File: src/sstd_map.vh
// Purpose: Constants for the shift, subtract and table access datapath
// Assumes: 16-bit data word, 24-bit program word
// Notes: Operation codes are binary selects from the decoder
`ifndef SSTD_MAP_VH
`define SSTD_MAP_VH
// Operation select codes
`define SSTD_OP_NONE 4'h0
`define SSTD_OP_SHL_REG 4'h1
`define SSTD_OP_SHL_LIT 4'h2
`define SSTD_OP_BSUB_F 4'h3
`define SSTD_OP_BSUB_L10 4'h4
`define SSTD_OP_BSUB_L5 4'h5
`define SSTD_OP_RBSUB_F 4'h6
`define SSTD_OP_RBSUB_L5 4'h7
`define SSTD_OP_TRD_HI 4'h8
`define SSTD_OP_TRD_LO 4'h9
`define SSTD_OP_TWR_HI 4'ha
`define SSTD_OP_TWR_LO 4'hb
// Cycle counts of the table operations and the base single-cycle count
`define SSTD_CYC_TBL_RD 3'h5
`define SSTD_CYC_TBL_WR 3'h2
`define SSTD_CYC_BASE 3'h1
// Status flag field positions
`define SSTD_FLAG_C 0
`define SSTD_FLAG_Z 1
`define SSTD_FLAG_OVF 2
`define SSTD_FLAG_N 3
`define SSTD_FLAG_DIG 4
`define SSTD_FLAGS_RST 5'h00
`endif

File: src/sstd_sub_unit.v
// Purpose: Subtract-with-borrow arithmetic with full flag set
// Assumes: Operands already selected and ordered by the caller
// Notes: Purely combinational
`timescale 1ns/10ps
`include "sstd_map.vh"
module sstd_sub_unit #(
   parameter WIDTH = 16
) (
   input wire [WIDTH-1:0] min_i, // Minuend
   input wire [WIDTH-1:0] sub_i, // Subtrahend
   input wire carry_i, // Carry in, inverted gives borrow
   output wire [WIDTH-1:0] diff_o, // Difference
   output wire [4:0] flags_o // Digit carry, N, overflow, Z, C
);
   wire [WIDTH:0] sum;
   wire [4:0] low_sum;
   // Add of ones complement: carry out set means no borrow
   assign sum = {1'b0, min_i} + {1'b0, ~sub_i} + {{WIDTH{1'b0}}, carry_i};
   assign low_sum = {1'b0, min_i[3:0]} + {1'b0, ~sub_i[3:0]} + {4'h0, carry_i};
   assign diff_o = sum[WIDTH-1:0];
   // Overflow when operand signs differ and result sign follows subtrahend
   assign flags_o[`SSTD_FLAG_C] = sum[WIDTH];
   assign flags_o[`SSTD_FLAG_Z] = (sum[WIDTH-1:0] == {WIDTH{1'b0}});
   assign flags_o[`SSTD_FLAG_OVF] = (min_i[WIDTH-1] ^ sub_i[WIDTH-1]) &
                                   (min_i[WIDTH-1] ^ sum[WIDTH-1]);
   assign flags_o[`SSTD_FLAG_N] = sum[WIDTH-1];
   assign flags_o[`SSTD_FLAG_DIG] = low_sum[4];
endmodule

File: src/sstd_datapath.v
// Purpose: Shift, subtract-with-borrow and table access execution datapath
// Assumes: Decoder supplies op and operands in the cycle op_valid_i is high
// Notes: One operation in flight; busy_o holds off the decoder
`timescale 1ns/10ps
`include "sstd_map.vh"
module sstd_datapath #(
   parameter WIDTH = 16,
   parameter PWIDTH = 24
) (
   input wire ref_clk_i, // Instruction clock
   input wire rst_i, // Synchronous reset, high
   input wire ce_i, // Clock enable, freezes state when low
   input wire op_valid_i, // Operation offered this cycle
   input wire [3:0] op_i, // Operation select
   input wire periph_i, // Operand is a peripheral register
   input wire [WIDTH-1:0] opa_i, // Base register, file value or source
   input wire [WIDTH-1:0] opb_i, // Count register or default register
   input wire [9:0] lit_i, // Literal field
   input wire [4:0] flags_i, // Current status flags
   input wire [PWIDTH-1:0] prog_rdata_i, // Program memory read word
   output wire busy_o, // Operation in progress
   output reg done_o, // Result cycle pulse
   output reg wr_en_o, // Register write strobe
   output reg [WIDTH-1:0] result_o, // Register write data
   output reg [4:0] flags_o, // New status flags
   output reg [4:0] flags_we_o, // Flag update mask
   output reg prog_we_o, // Program latch write strobe
   output reg [PWIDTH-1:0] prog_wdata_o, // Program latch data
   output reg [PWIDTH-1:0] prog_wmask_o // Program latch bit mask
);
   localparam ST_IDLE = 2'b01;
   localparam ST_WAIT = 2'b10;
   localparam [4:0] FLAGS_ALL = 5'h1f;
   localparam [4:0] FLAGS_NZ = 5'h0a;
   reg [1:0] state;
   reg [1:0] next_state;
   reg [2:0] cnt;
   reg [2:0] next_cnt;
   reg [3:0] op;
   reg [WIDTH-1:0] hold_a;
   reg [WIDTH-1:0] hold_res;
   reg [4:0] hold_flags;
   reg [4:0] hold_we;
   reg hold_wr;
   reg [WIDTH-1:0] sub_min;
   reg [WIDTH-1:0] sub_sub;
   wire [WIDTH-1:0] diff;
   wire [4:0] sub_flags;
   reg [WIDTH-1:0] shl_res;
   reg [WIDTH-1:0] calc_res;
   reg [4:0] calc_flags;
   reg [4:0] calc_we;
   reg calc_wr;
   reg [2:0] calc_cyc;

   // Cycle count of an operation, with peripheral surcharge
   function [2:0] op_cycles;
      input [3:0] code;
      input periph;
      begin
         case (code)
            `SSTD_OP_TRD_HI, `SSTD_OP_TRD_LO: op_cycles = `SSTD_CYC_TBL_RD;
            `SSTD_OP_TWR_HI, `SSTD_OP_TWR_LO: op_cycles = `SSTD_CYC_TBL_WR;
            `SSTD_OP_BSUB_F, `SSTD_OP_RBSUB_F:
               op_cycles = `SSTD_CYC_BASE + {2'b00, periph};
            default: op_cycles = `SSTD_CYC_BASE;
         endcase
      end
   endfunction

   // Left shift: zero fill, overflowing bits dropped, carry untouched
   function [WIDTH-1:0] shl;
      input [WIDTH-1:0] val;
      input [4:0] amt;
      begin
         shl = val << amt;
      end
   endfunction

   // Operand steering for the subtractor
   always @* begin
      case (op_i)
         `SSTD_OP_BSUB_F: begin
            sub_min = opa_i;
            sub_sub = opb_i;
         end
         `SSTD_OP_BSUB_L10: begin
            sub_min = opa_i;
            sub_sub = {{(WIDTH-10){1'b0}}, lit_i};
         end
         `SSTD_OP_BSUB_L5: begin
            sub_min = opa_i;
            sub_sub = {{(WIDTH-5){1'b0}}, lit_i[4:0]};
         end
         `SSTD_OP_RBSUB_F: begin
            sub_min = opb_i;
            sub_sub = opa_i;
         end
         `SSTD_OP_RBSUB_L5: begin
            sub_min = {{(WIDTH-5){1'b0}}, lit_i[4:0]};
            sub_sub = opa_i;
         end
         default: begin
            sub_min = opa_i;
            sub_sub = opb_i;
         end
      endcase
   end

   sstd_sub_unit #(
      .WIDTH(WIDTH)
   ) u_sub (
      .min_i(sub_min),
      .sub_i(sub_sub),
      .carry_i(flags_i[`SSTD_FLAG_C]),
      .diff_o(diff),
      .flags_o(sub_flags)
   );

   // Result, flag and write-enable selection per operation
   always @* begin
      shl_res = shl(opa_i, (op_i == `SSTD_OP_SHL_REG) ? opb_i[4:0] : lit_i[4:0]);
      calc_res = diff;
      calc_flags = sub_flags;
      calc_we = FLAGS_ALL;
      calc_wr = 1'b1;
      calc_cyc = op_cycles(op_i, periph_i);
      case (op_i)
         `SSTD_OP_SHL_REG, `SSTD_OP_SHL_LIT: begin
            calc_res = shl_res;
            calc_flags = {1'b0, shl_res[WIDTH-1], 1'b0,
                          (shl_res == {WIDTH{1'b0}}), 1'b0};
            calc_we = FLAGS_NZ;
         end
         `SSTD_OP_BSUB_F, `SSTD_OP_BSUB_L10, `SSTD_OP_BSUB_L5,
         `SSTD_OP_RBSUB_F, `SSTD_OP_RBSUB_L5: begin
            calc_res = diff;
         end
         `SSTD_OP_TRD_HI: begin
            calc_res = {{(WIDTH-8){1'b0}}, prog_rdata_i[23:16]};
            calc_we = 5'h00;
         end
         `SSTD_OP_TRD_LO: begin
            calc_res = prog_rdata_i[15:0];
            calc_we = 5'h00;
         end
         `SSTD_OP_TWR_HI, `SSTD_OP_TWR_LO: begin
            calc_we = 5'h00;
            calc_wr = 1'b0;
         end
         default: begin
            calc_we = 5'h00;
            calc_wr = 1'b0;
         end
      endcase
   end

   // Sequencer: multi-cycle operations park here until their last cycle
   always @* begin
      next_state = state;
      next_cnt = cnt;
      case (state)
         ST_IDLE: begin
            if (op_valid_i && calc_cyc > 3'h1) begin
               next_state = ST_WAIT;
               next_cnt = calc_cyc - 3'h1;
            end
         end
         ST_WAIT: begin
            next_cnt = cnt - 3'h1;
            if (cnt == 3'h1) begin
               next_state = ST_IDLE;
            end
         end
         default: next_state = ST_IDLE;
      endcase
   end

   assign busy_o = (state == ST_WAIT);

   // Registered outputs; table reads sample memory on their final cycle
   always @(posedge ref_clk_i) begin
      if (rst_i) begin
         state <= ST_IDLE;
         cnt <= 3'h0;
         op <= `SSTD_OP_NONE;
         hold_a <= 16'h0000;
         hold_res <= 16'h0000;
         hold_flags <= `SSTD_FLAGS_RST;
         hold_we <= 5'h00;
         hold_wr <= 1'b0;
         done_o <= 1'b0;
         wr_en_o <= 1'b0;
         result_o <= 16'h0000;
         flags_o <= `SSTD_FLAGS_RST;
         flags_we_o <= 5'h00;
         prog_we_o <= 1'b0;
         prog_wdata_o <= 24'h000000;
         prog_wmask_o <= 24'h000000;
      end else if (ce_i) begin
         state <= next_state;
         cnt <= next_cnt;
         done_o <= 1'b0;
         wr_en_o <= 1'b0;
         flags_we_o <= 5'h00;
         prog_we_o <= 1'b0;
         if (state == ST_IDLE && op_valid_i) begin
            op <= op_i;
            hold_a <= opa_i;
            hold_res <= calc_res;
            hold_flags <= calc_flags;
            hold_we <= calc_we;
            hold_wr <= calc_wr;
            if (calc_cyc == 3'h1) begin
               done_o <= 1'b1;
               wr_en_o <= calc_wr;
               result_o <= calc_res;
               flags_o <= calc_flags;
               flags_we_o <= calc_we;
            end
         end else if (state == ST_WAIT && cnt == 3'h1) begin
            done_o <= 1'b1;
            wr_en_o <= hold_wr;
            flags_we_o <= hold_we;
            flags_o <= hold_flags;
            result_o <= hold_res;
            case (op)
               `SSTD_OP_TRD_HI: begin
                  result_o <= {{(WIDTH-8){1'b0}}, prog_rdata_i[23:16]};
               end
               `SSTD_OP_TRD_LO: begin
                  result_o <= prog_rdata_i[15:0];
               end
               `SSTD_OP_TWR_HI: begin
                  prog_we_o <= 1'b1;
                  prog_wdata_o <= {hold_a[7:0], 16'h0000};
                  prog_wmask_o <= 24'hff0000;
               end
               `SSTD_OP_TWR_LO: begin
                  prog_we_o <= 1'b1;
                  prog_wdata_o <= {8'h00, hold_a};
                  prog_wmask_o <= 24'h00ffff;
               end
               default: begin
                  prog_we_o <= 1'b0;
               end
            endcase
         end
      end
   end
endmodule

File: config.mk
export PLATFORM = sky130hd
export DESIGN_NAME = sstd_datapath
export DESIGN_NICKNAME = d
export VERILOG_FILES = /design/src/sstd_sub_unit.v /design/src/sstd_datapath.v
export VERILOG_INCLUDE_DIRS = /design/src /design/src/src
export SDC_FILE = /design/constraint.sdc
export NUM_CORES = 1
export LEC_CHECK = 0
export BUFFER_PORTS_ARGS = -buffer_cell sky130_fd_sc_hd__buf_4
export CORE_MARGIN = 2
export CORE_UTILIZATION = 45
export CTS_CLUSTER_DIAMETER = 50
export DETAILED_ROUTE_END_ITERATION = 10
export PLACE_DENSITY = 0.68
export SETUP_SLACK_MARGIN = 0.2
export SYNTH_ARGS = -nofsm -noshare
export SYNTH_HDL_FRONTEND = slang
export SYNTH_SLANG_ARGS = --single-unit
export TNS_END_PERCENT = 10
File: constraint.sdc
create_clock -name ref_clk_i -period 5.34 [get_ports ref_clk_i]
set_input_delay 0.801 -clock ref_clk_i [delete_from_list [all_inputs] [get_ports ref_clk_i]]
set_output_delay 0.801 -clock ref_clk_i [all_outputs]
set_load 0.05 [all_outputs]
; After elaboration in Yosys (flattened, before gate mapping)
; Index checks and enable logic that the tools add are counted.
[totals]
elab_cells = 108
out_inout_bits = 78
inputBits = 80
register_bits = 129
[classes]
mux = 34
addsub = 7
n_shift = 1
n_eq_ne = 22
n_lt_le_gt_ge = 1
bitwise_logic = 6
n_reduce_logical = 21
[ops]
columns = operator, count
row1 = $pmux W16 S3, 2
row2 = $pmux W24 S2, 2
row3 = $pmux W16 S2, 2
row4 = $mux W16, 3
row5 = $mux W5, 8
row6 = $eq A4 B4 Y1 const B, 8
row7 = $logic_not A16 Y1, 2
row8 = $add A16 B16 Y17, 1
row9 = $add A17 B1 Y17, 1
row10 = $eq A4 B3 Y1 const B, 4
row11 = $not A16 Y16, 1
row12 = $shl A16 B5 Y16, 1
row13 = $reduce_or A2 Y1, 6
row14 = $mux W1, 10
row15 = $pmux W5 S2, 1
row16 = $pmux W3 S3, 1
row17 = $reduce_and A3 Y1, 3
row18 = $reduce_or A9 Y1, 1
row19 = $eq A4 B2 Y1 const B, 2
row20 = $eq A3 B1 Y1 const B, 2
row21 = $pmux W3 S2, 1
row22 = $reduce_bool A2 Y1, 3
row23 = $sub A3 B1 Y3 const B, 2
row24 = $add A4 B4 Y5, 1
row25 = 19 further kinds, 24

; Depth between registers and ports, before layout
[depth]
depth_word = 11
ltp_mapped = 16
depth_no_buf = 14

; Cells and area by module
; Synthesis repeated with hierarchy kept, for this count alone.
[unflattened]
hier_cells = 1057
area_unflattened_um2 = 7507.2
[modules_own_cells]
columns = module, instances, area_per_inst_um2, cells_each, seq_area_each_um2
row1 = sstd_datapath, 1, 6532.5, 922, 2021.9
row2 = sstd_sub_unit, 1, 974.7, 135, 0.0

; Least setup slack after synthesis
; OpenSTA, ideal clock, no wires.
[synth_timing]
kind = input port to flip-flop
from = input port op_i[0]
to = register hold_flags[1]
slack_ns = 0.620
required_time_ns = 5.252
cell_stages = 15
arrival_time_ns = 4.632
path_buffers = 3
setup_ns = 0.088
cell_sequence = buf_1 > clkbuf_1 > clkbuf_1 > mux2i_1 > o21ai_0 > fa_1 > fa_1 > a21o_1 > a21oi_1 > a211oi_1 > or3_1 > a22oi_1 > nor4b_1 > nand3_1 > a311oi_2
[synth_via]
elab_chain_len = 8
elab_cells_between_ends = 18
classes_between = 2 x add/sub / 6 x eq/ne / 1 x shift / 4 x mux / 1 x bitwise / 4 x reduce/logical
[synth_rtl]
columns = element, line
row1 = from (decl), sstd_datapath.v:14  ; input wire [3:0] op_i,
row2 = $eq A4 B3 Y1, sstd_datapath.v:82  ; case (op_i)
row3 = $reduce_or A2 Y1 (no source line), --
row4 = $pmux W16 S3, sstd_datapath.v:82
row5 = $not A16 Y16, sstd_sub_unit.v:18  ; assign sum = {1'b0, min_i} + {1'b0, ~sub_i} + {{WIDTH{1'b0}}, carry_i};
row6 = $add A16 B16 Y17, sstd_sub_unit.v:18
row7 = $add A17 B1 Y17, sstd_sub_unit.v:18
row8 = $logic_not A16 Y1, sstd_sub_unit.v:23  ; assign flags_o[`SSTD_FLAG_Z] = (sum[WIDTH-1:0] == {WIDTH{1'b0}});
row9 = $mux W5 *, sstd_datapath.v:128  ; case (op_i)
row10 = to (signal assigned), sstd_datapath.v:189  ; hold_flags <= `SSTD_FLAGS_RST;
row11 = to (signal assigned), sstd_datapath.v:211  ; hold_flags <= calc_flags;
row12 = to (decl), sstd_datapath.v:42  ; reg [4:0] hold_flags;
; Mark *: on every way between the ends. The rest lies on a longest branch, timed or not.
; A chain may end at the register's enable or synchronous reset.

; Worst setup path after layout
[layout_timing]
from = input port op_i[2]
to = register result_o[12]
[layout_via]
elab_chain_len = 9
elab_cells_between_ends = 30
classes_between = 2 x add/sub / 13 x eq/ne / 1 x shift / 7 x mux / 1 x bitwise / 6 x reduce/logical
[layout_rtl]
columns = element, line
row1 = "$eq A4 B3 Y1, on equally long branches", "sstd_datapath.v:61, sstd_datapath.v:82"
row2 = $reduce_or A2 Y1 (no source line), --
row3 = $pmux W16 S3, sstd_datapath.v:82
row4 = $not A16 Y16, sstd_sub_unit.v:18
row5 = $add A16 B16 Y17, sstd_sub_unit.v:18
row6 = $add A17 B1 Y17, sstd_sub_unit.v:18
row7 = $pmux W16 S3, sstd_datapath.v:128
row8 = $mux W16, sstd_datapath.v:214  ; if (calc_cyc == 3'h1) begin
row9 = $mux W16, sstd_datapath.v:207  ; if (state == ST_IDLE && op_valid_i) begin
row10 = to (signal assigned), sstd_datapath.v:217  ; result_o <= calc_res;
row11 = to (signal assigned), sstd_datapath.v:226  ; result_o <= hold_res;
row12 = to (signal assigned), sstd_datapath.v:229  ; result_o <= {{(WIDTH-8){1'b0}}, prog_rdata_i[23:16]};
row13 = to (decl), sstd_datapath.v:24  ; output reg [WIDTH-1:0] result_o,
; Several ways; a longest one is shown, not always the timed one. The select of a mux whose other input is x is not followed.

==> results.toml <==
[outcome]
status = "complete, no violations"

[yosys]
yosysMostFrequentCell = "nand2_1"
yosysWarnings = 0
ys_seq_area_share_pct = 27.0
synth_edf_count = 0
syn_area_per_cell_um2 = 7.24
netlist_top_cells_area = "dfxtp_1 (27%), a21oi_1 (7.6%), nand2_1 (7.6%), mux2i_1 (5.9%), nor2_1 (4.4%)"
synth.top_cells.by_count = "nand2_1 (151), a21oi_1 (114), dfxtp_1 (101)"
synthFlopType = "dfxtp_1"
synth_area_um2 = 7500
netlist_instances = 1036
synth_top_area_share_pct = 27.0
synth.distinct_cells = 67
synth_async_sr_flop_share_pct = 0
synth_seq_cells = 101
yosys.area.top_type = "dfxtp_1"
syn-num-nets = 1137

[clock_network]
cts_tree = "built"
ctsHoldBuffers = 0
htree_levels = 3
cts_resized = 0
cts_made_buffers = 9
clk_latency_ns = 0.34
cts_root_buf = "clkbuf_16"
clkTransAtPathRegs_ns = 0.07
clk_path_buf_depth = 2
cts_sinks = 101
post-cts-setup-buffer-count = 0

[critical_path]
worstRegToRegCells = 8
arrival_ns = 4.45
setup.worst_path.start_class = "input port"
crit_path_end_kind = "flop"
path_class = "input port to flop"
startpoint = "op_i[2]"
reg2reg_to = "result_o[12]"
rrSetupSlack_ns = 2.23
cp_max_fo = 12
r2r-start = "state[0]"
endpoint = "result_o[12]"
worst_ep_required_time_ns = 5.58

[routing]
drc = 0
postRouteWirelength_um = 24000
wl_per_cell_um = 18.0
antenna_left = 0
drt_iter0_markers = 742
dr_total_vias = 7847
drtPass1Iterations = 6
via_per_inst = 5.90

[timing]
rsz0062_at_grt = "no"
period_share_pct = 78.9
min_period_ns = 4.22
holdWs_ns = 0.451
tns_ns = 0
fmax_ghz = 0.237
slew_headroom_pct = 21.2
setup_viol = 0
skew_ns = 0.00926
hold_viol = 0
tightest_slew_ns = 1.17
slew_viol_final = 0
postLayoutSetupSlackWorst_ns = 1.13

[power]
p_per_area_nw_per_um2 = 249
combinationalPowerShare_pct = 34.4
power.internal_mw = 1.41
p_leak_nw = 3.52
p_seq_share_pct = 37.5
power.switching_uw = 782
pwr-share-clk_pct = 28.0
netSwitchingFraction_pct = 35.7
irDropWorstVdd_v = 0.000124

[floorplan]
row_count = 47
placeableCoreArea_um2 = 16400
initial_core_util_pct = 45.7
fp.dieH_um = 133
ios = 158
die_x_um = 133
fp.dieArea_um2 = 17700

[finish]
diodes = 0
syn_to_final_growth_pct = 17.4
drive_gt1_share_pct = 18.8
multi_input_area_um2 = 4920
n_fill_cell = 1606
final_cells = 1331
nets = 1207
seqCellArea_um2 = 2020

[grt]
grt_pass1_vias = 6842
antenna_found_initial = 0
grt_max_degree = 101
grt_overflow = 0
grtUsageTotal_pct = 26.6
grt_pass1_wl_um = 37600

[worst_hold_path]
hp-class = "flop to flop"
worstHoldStart = "prog_wdata_o[20]"

[placed_design]
gp_congestion = 0.970
pre_cts_ws_ns = 0.838
io_buffers = 153
dp_cells = 1315
dpl.hpwl_um = 17800

[run]
maxCapViolations = 0
==> power by group through the flow <==
stage / combinational [mW] / clock [mW] / sequential [mW]
4_1_cts: 0.742 / 0.627 / 0.823
3_3_place_gp: 0.734 / 0 / 0.839
3_5_place_dp: 0.739 / 0 / 0.840
6_report: 0.755 / 0.615 / 0.823
5_1_grt: 0.826 / 0.658 / 0.829
2_1_floorplan: 0.481 / 0 / 0.876
==> worst max-delay path: stages <==
cell	delay, ns
buf_4	0.17
nor2b_1	0.15
buf_4	0.18
nand2_1	0.15
nand2_1	0.10
o21ai_0	0.11
fa_1	0.46
fa_1	0.41
a21o_1	0.21
a21oi_1	0.22
a211oi_1	0.15
o21ai_0	0.34
a21oi_1	0.13
xnor2_1	0.39
o2111ai_1	0.20
a32o_1	0.27
==> logic make-up after synthesis <==
kind of cell               Yosys count  synth area share (%)
DFF                                101                  27.0
xor gates and xnor gates             7                 0.818
and+or+nand+nor                    426                  26.9
AOI/OAI and AO/OA                  302                  25.5
buffers and inverters              121                  7.56
adders and majority gates           21                  3.70
muxes                               58                  8.51
==> layer usage <==
metal / share of wire (%) / up-vias / GRT usage, %
met2: 44 / 372 / 40.7
met4: 2.6 / 0 / 8.66
met1: 45 / 3591 / 38.7
met5: 0 / - / 0
met3: 8.4 / 36 / 3.30
li1: - / 3848 / -
==> stage by stage <==
step	cell area [µm²]	total power [mW]	util [%]
2_1_floorplan	7500	1.36	-
3_3_place_gp	8520	1.57	51.9
3_5_place_dp	8520	1.58	51.9
4_1_cts	8800	2.19	53.6
5_1_grt	8800	2.31	53.6
6_report	8800	2.19	53.6
==> layout make-up <==
class | instances | area share [%]
Inverter | 13 | 0.555
Clock inverter | 4 | 0.355
Multi-Input combinational cell | 814 | 55.9
Tap cell | 220 | 3.13
Timing Repair Buffer | 167 | 14.2
Sequential cell | 101 | 23.0
Clock buffer | 12 | 2.80
==> cells in the final DEF (no fill, tap or decap), types with 10 or more instances in the layout <==
master      n
nor2_1     87
nand2b_1   34
and3_1     15
mux2i_1    43
a211oi_1   28
nor3_1     43
inv_1      13
dfxtp_1   101
ha_1       19
a21o_1     10
nand3_1    45
nand2_1   151
a31oi_1    12
o21ai_0    53
buf_4     167
o211ai_1   18
a21oi_1   114
==> sequential cells by signal, summed over array words and instances (netlist names), 2 cells and up <==
name,cells
prog_wmask_o,2
flags_we_o,2
hold_res,16
flags_o,5
hold_flags,5
cnt,3
op,4
prog_wdata_o,24
state,2
hold_a,16
hold_we,2
result_o,16
==> worst min path at each step <==
stage,slack [ns],to,cells after the start
final,0.45,prog_wdata_o[20],2
after global routing,0.46,prog_wdata_o[8],2
after CTS,0.45,op[3],2
after detailed placement,0.45,op[3],2
after global placement,0.44,prog_wdata_o[0],2
after floorplan,0.43,op[3],2
Power figures use the tool's default switching activity.
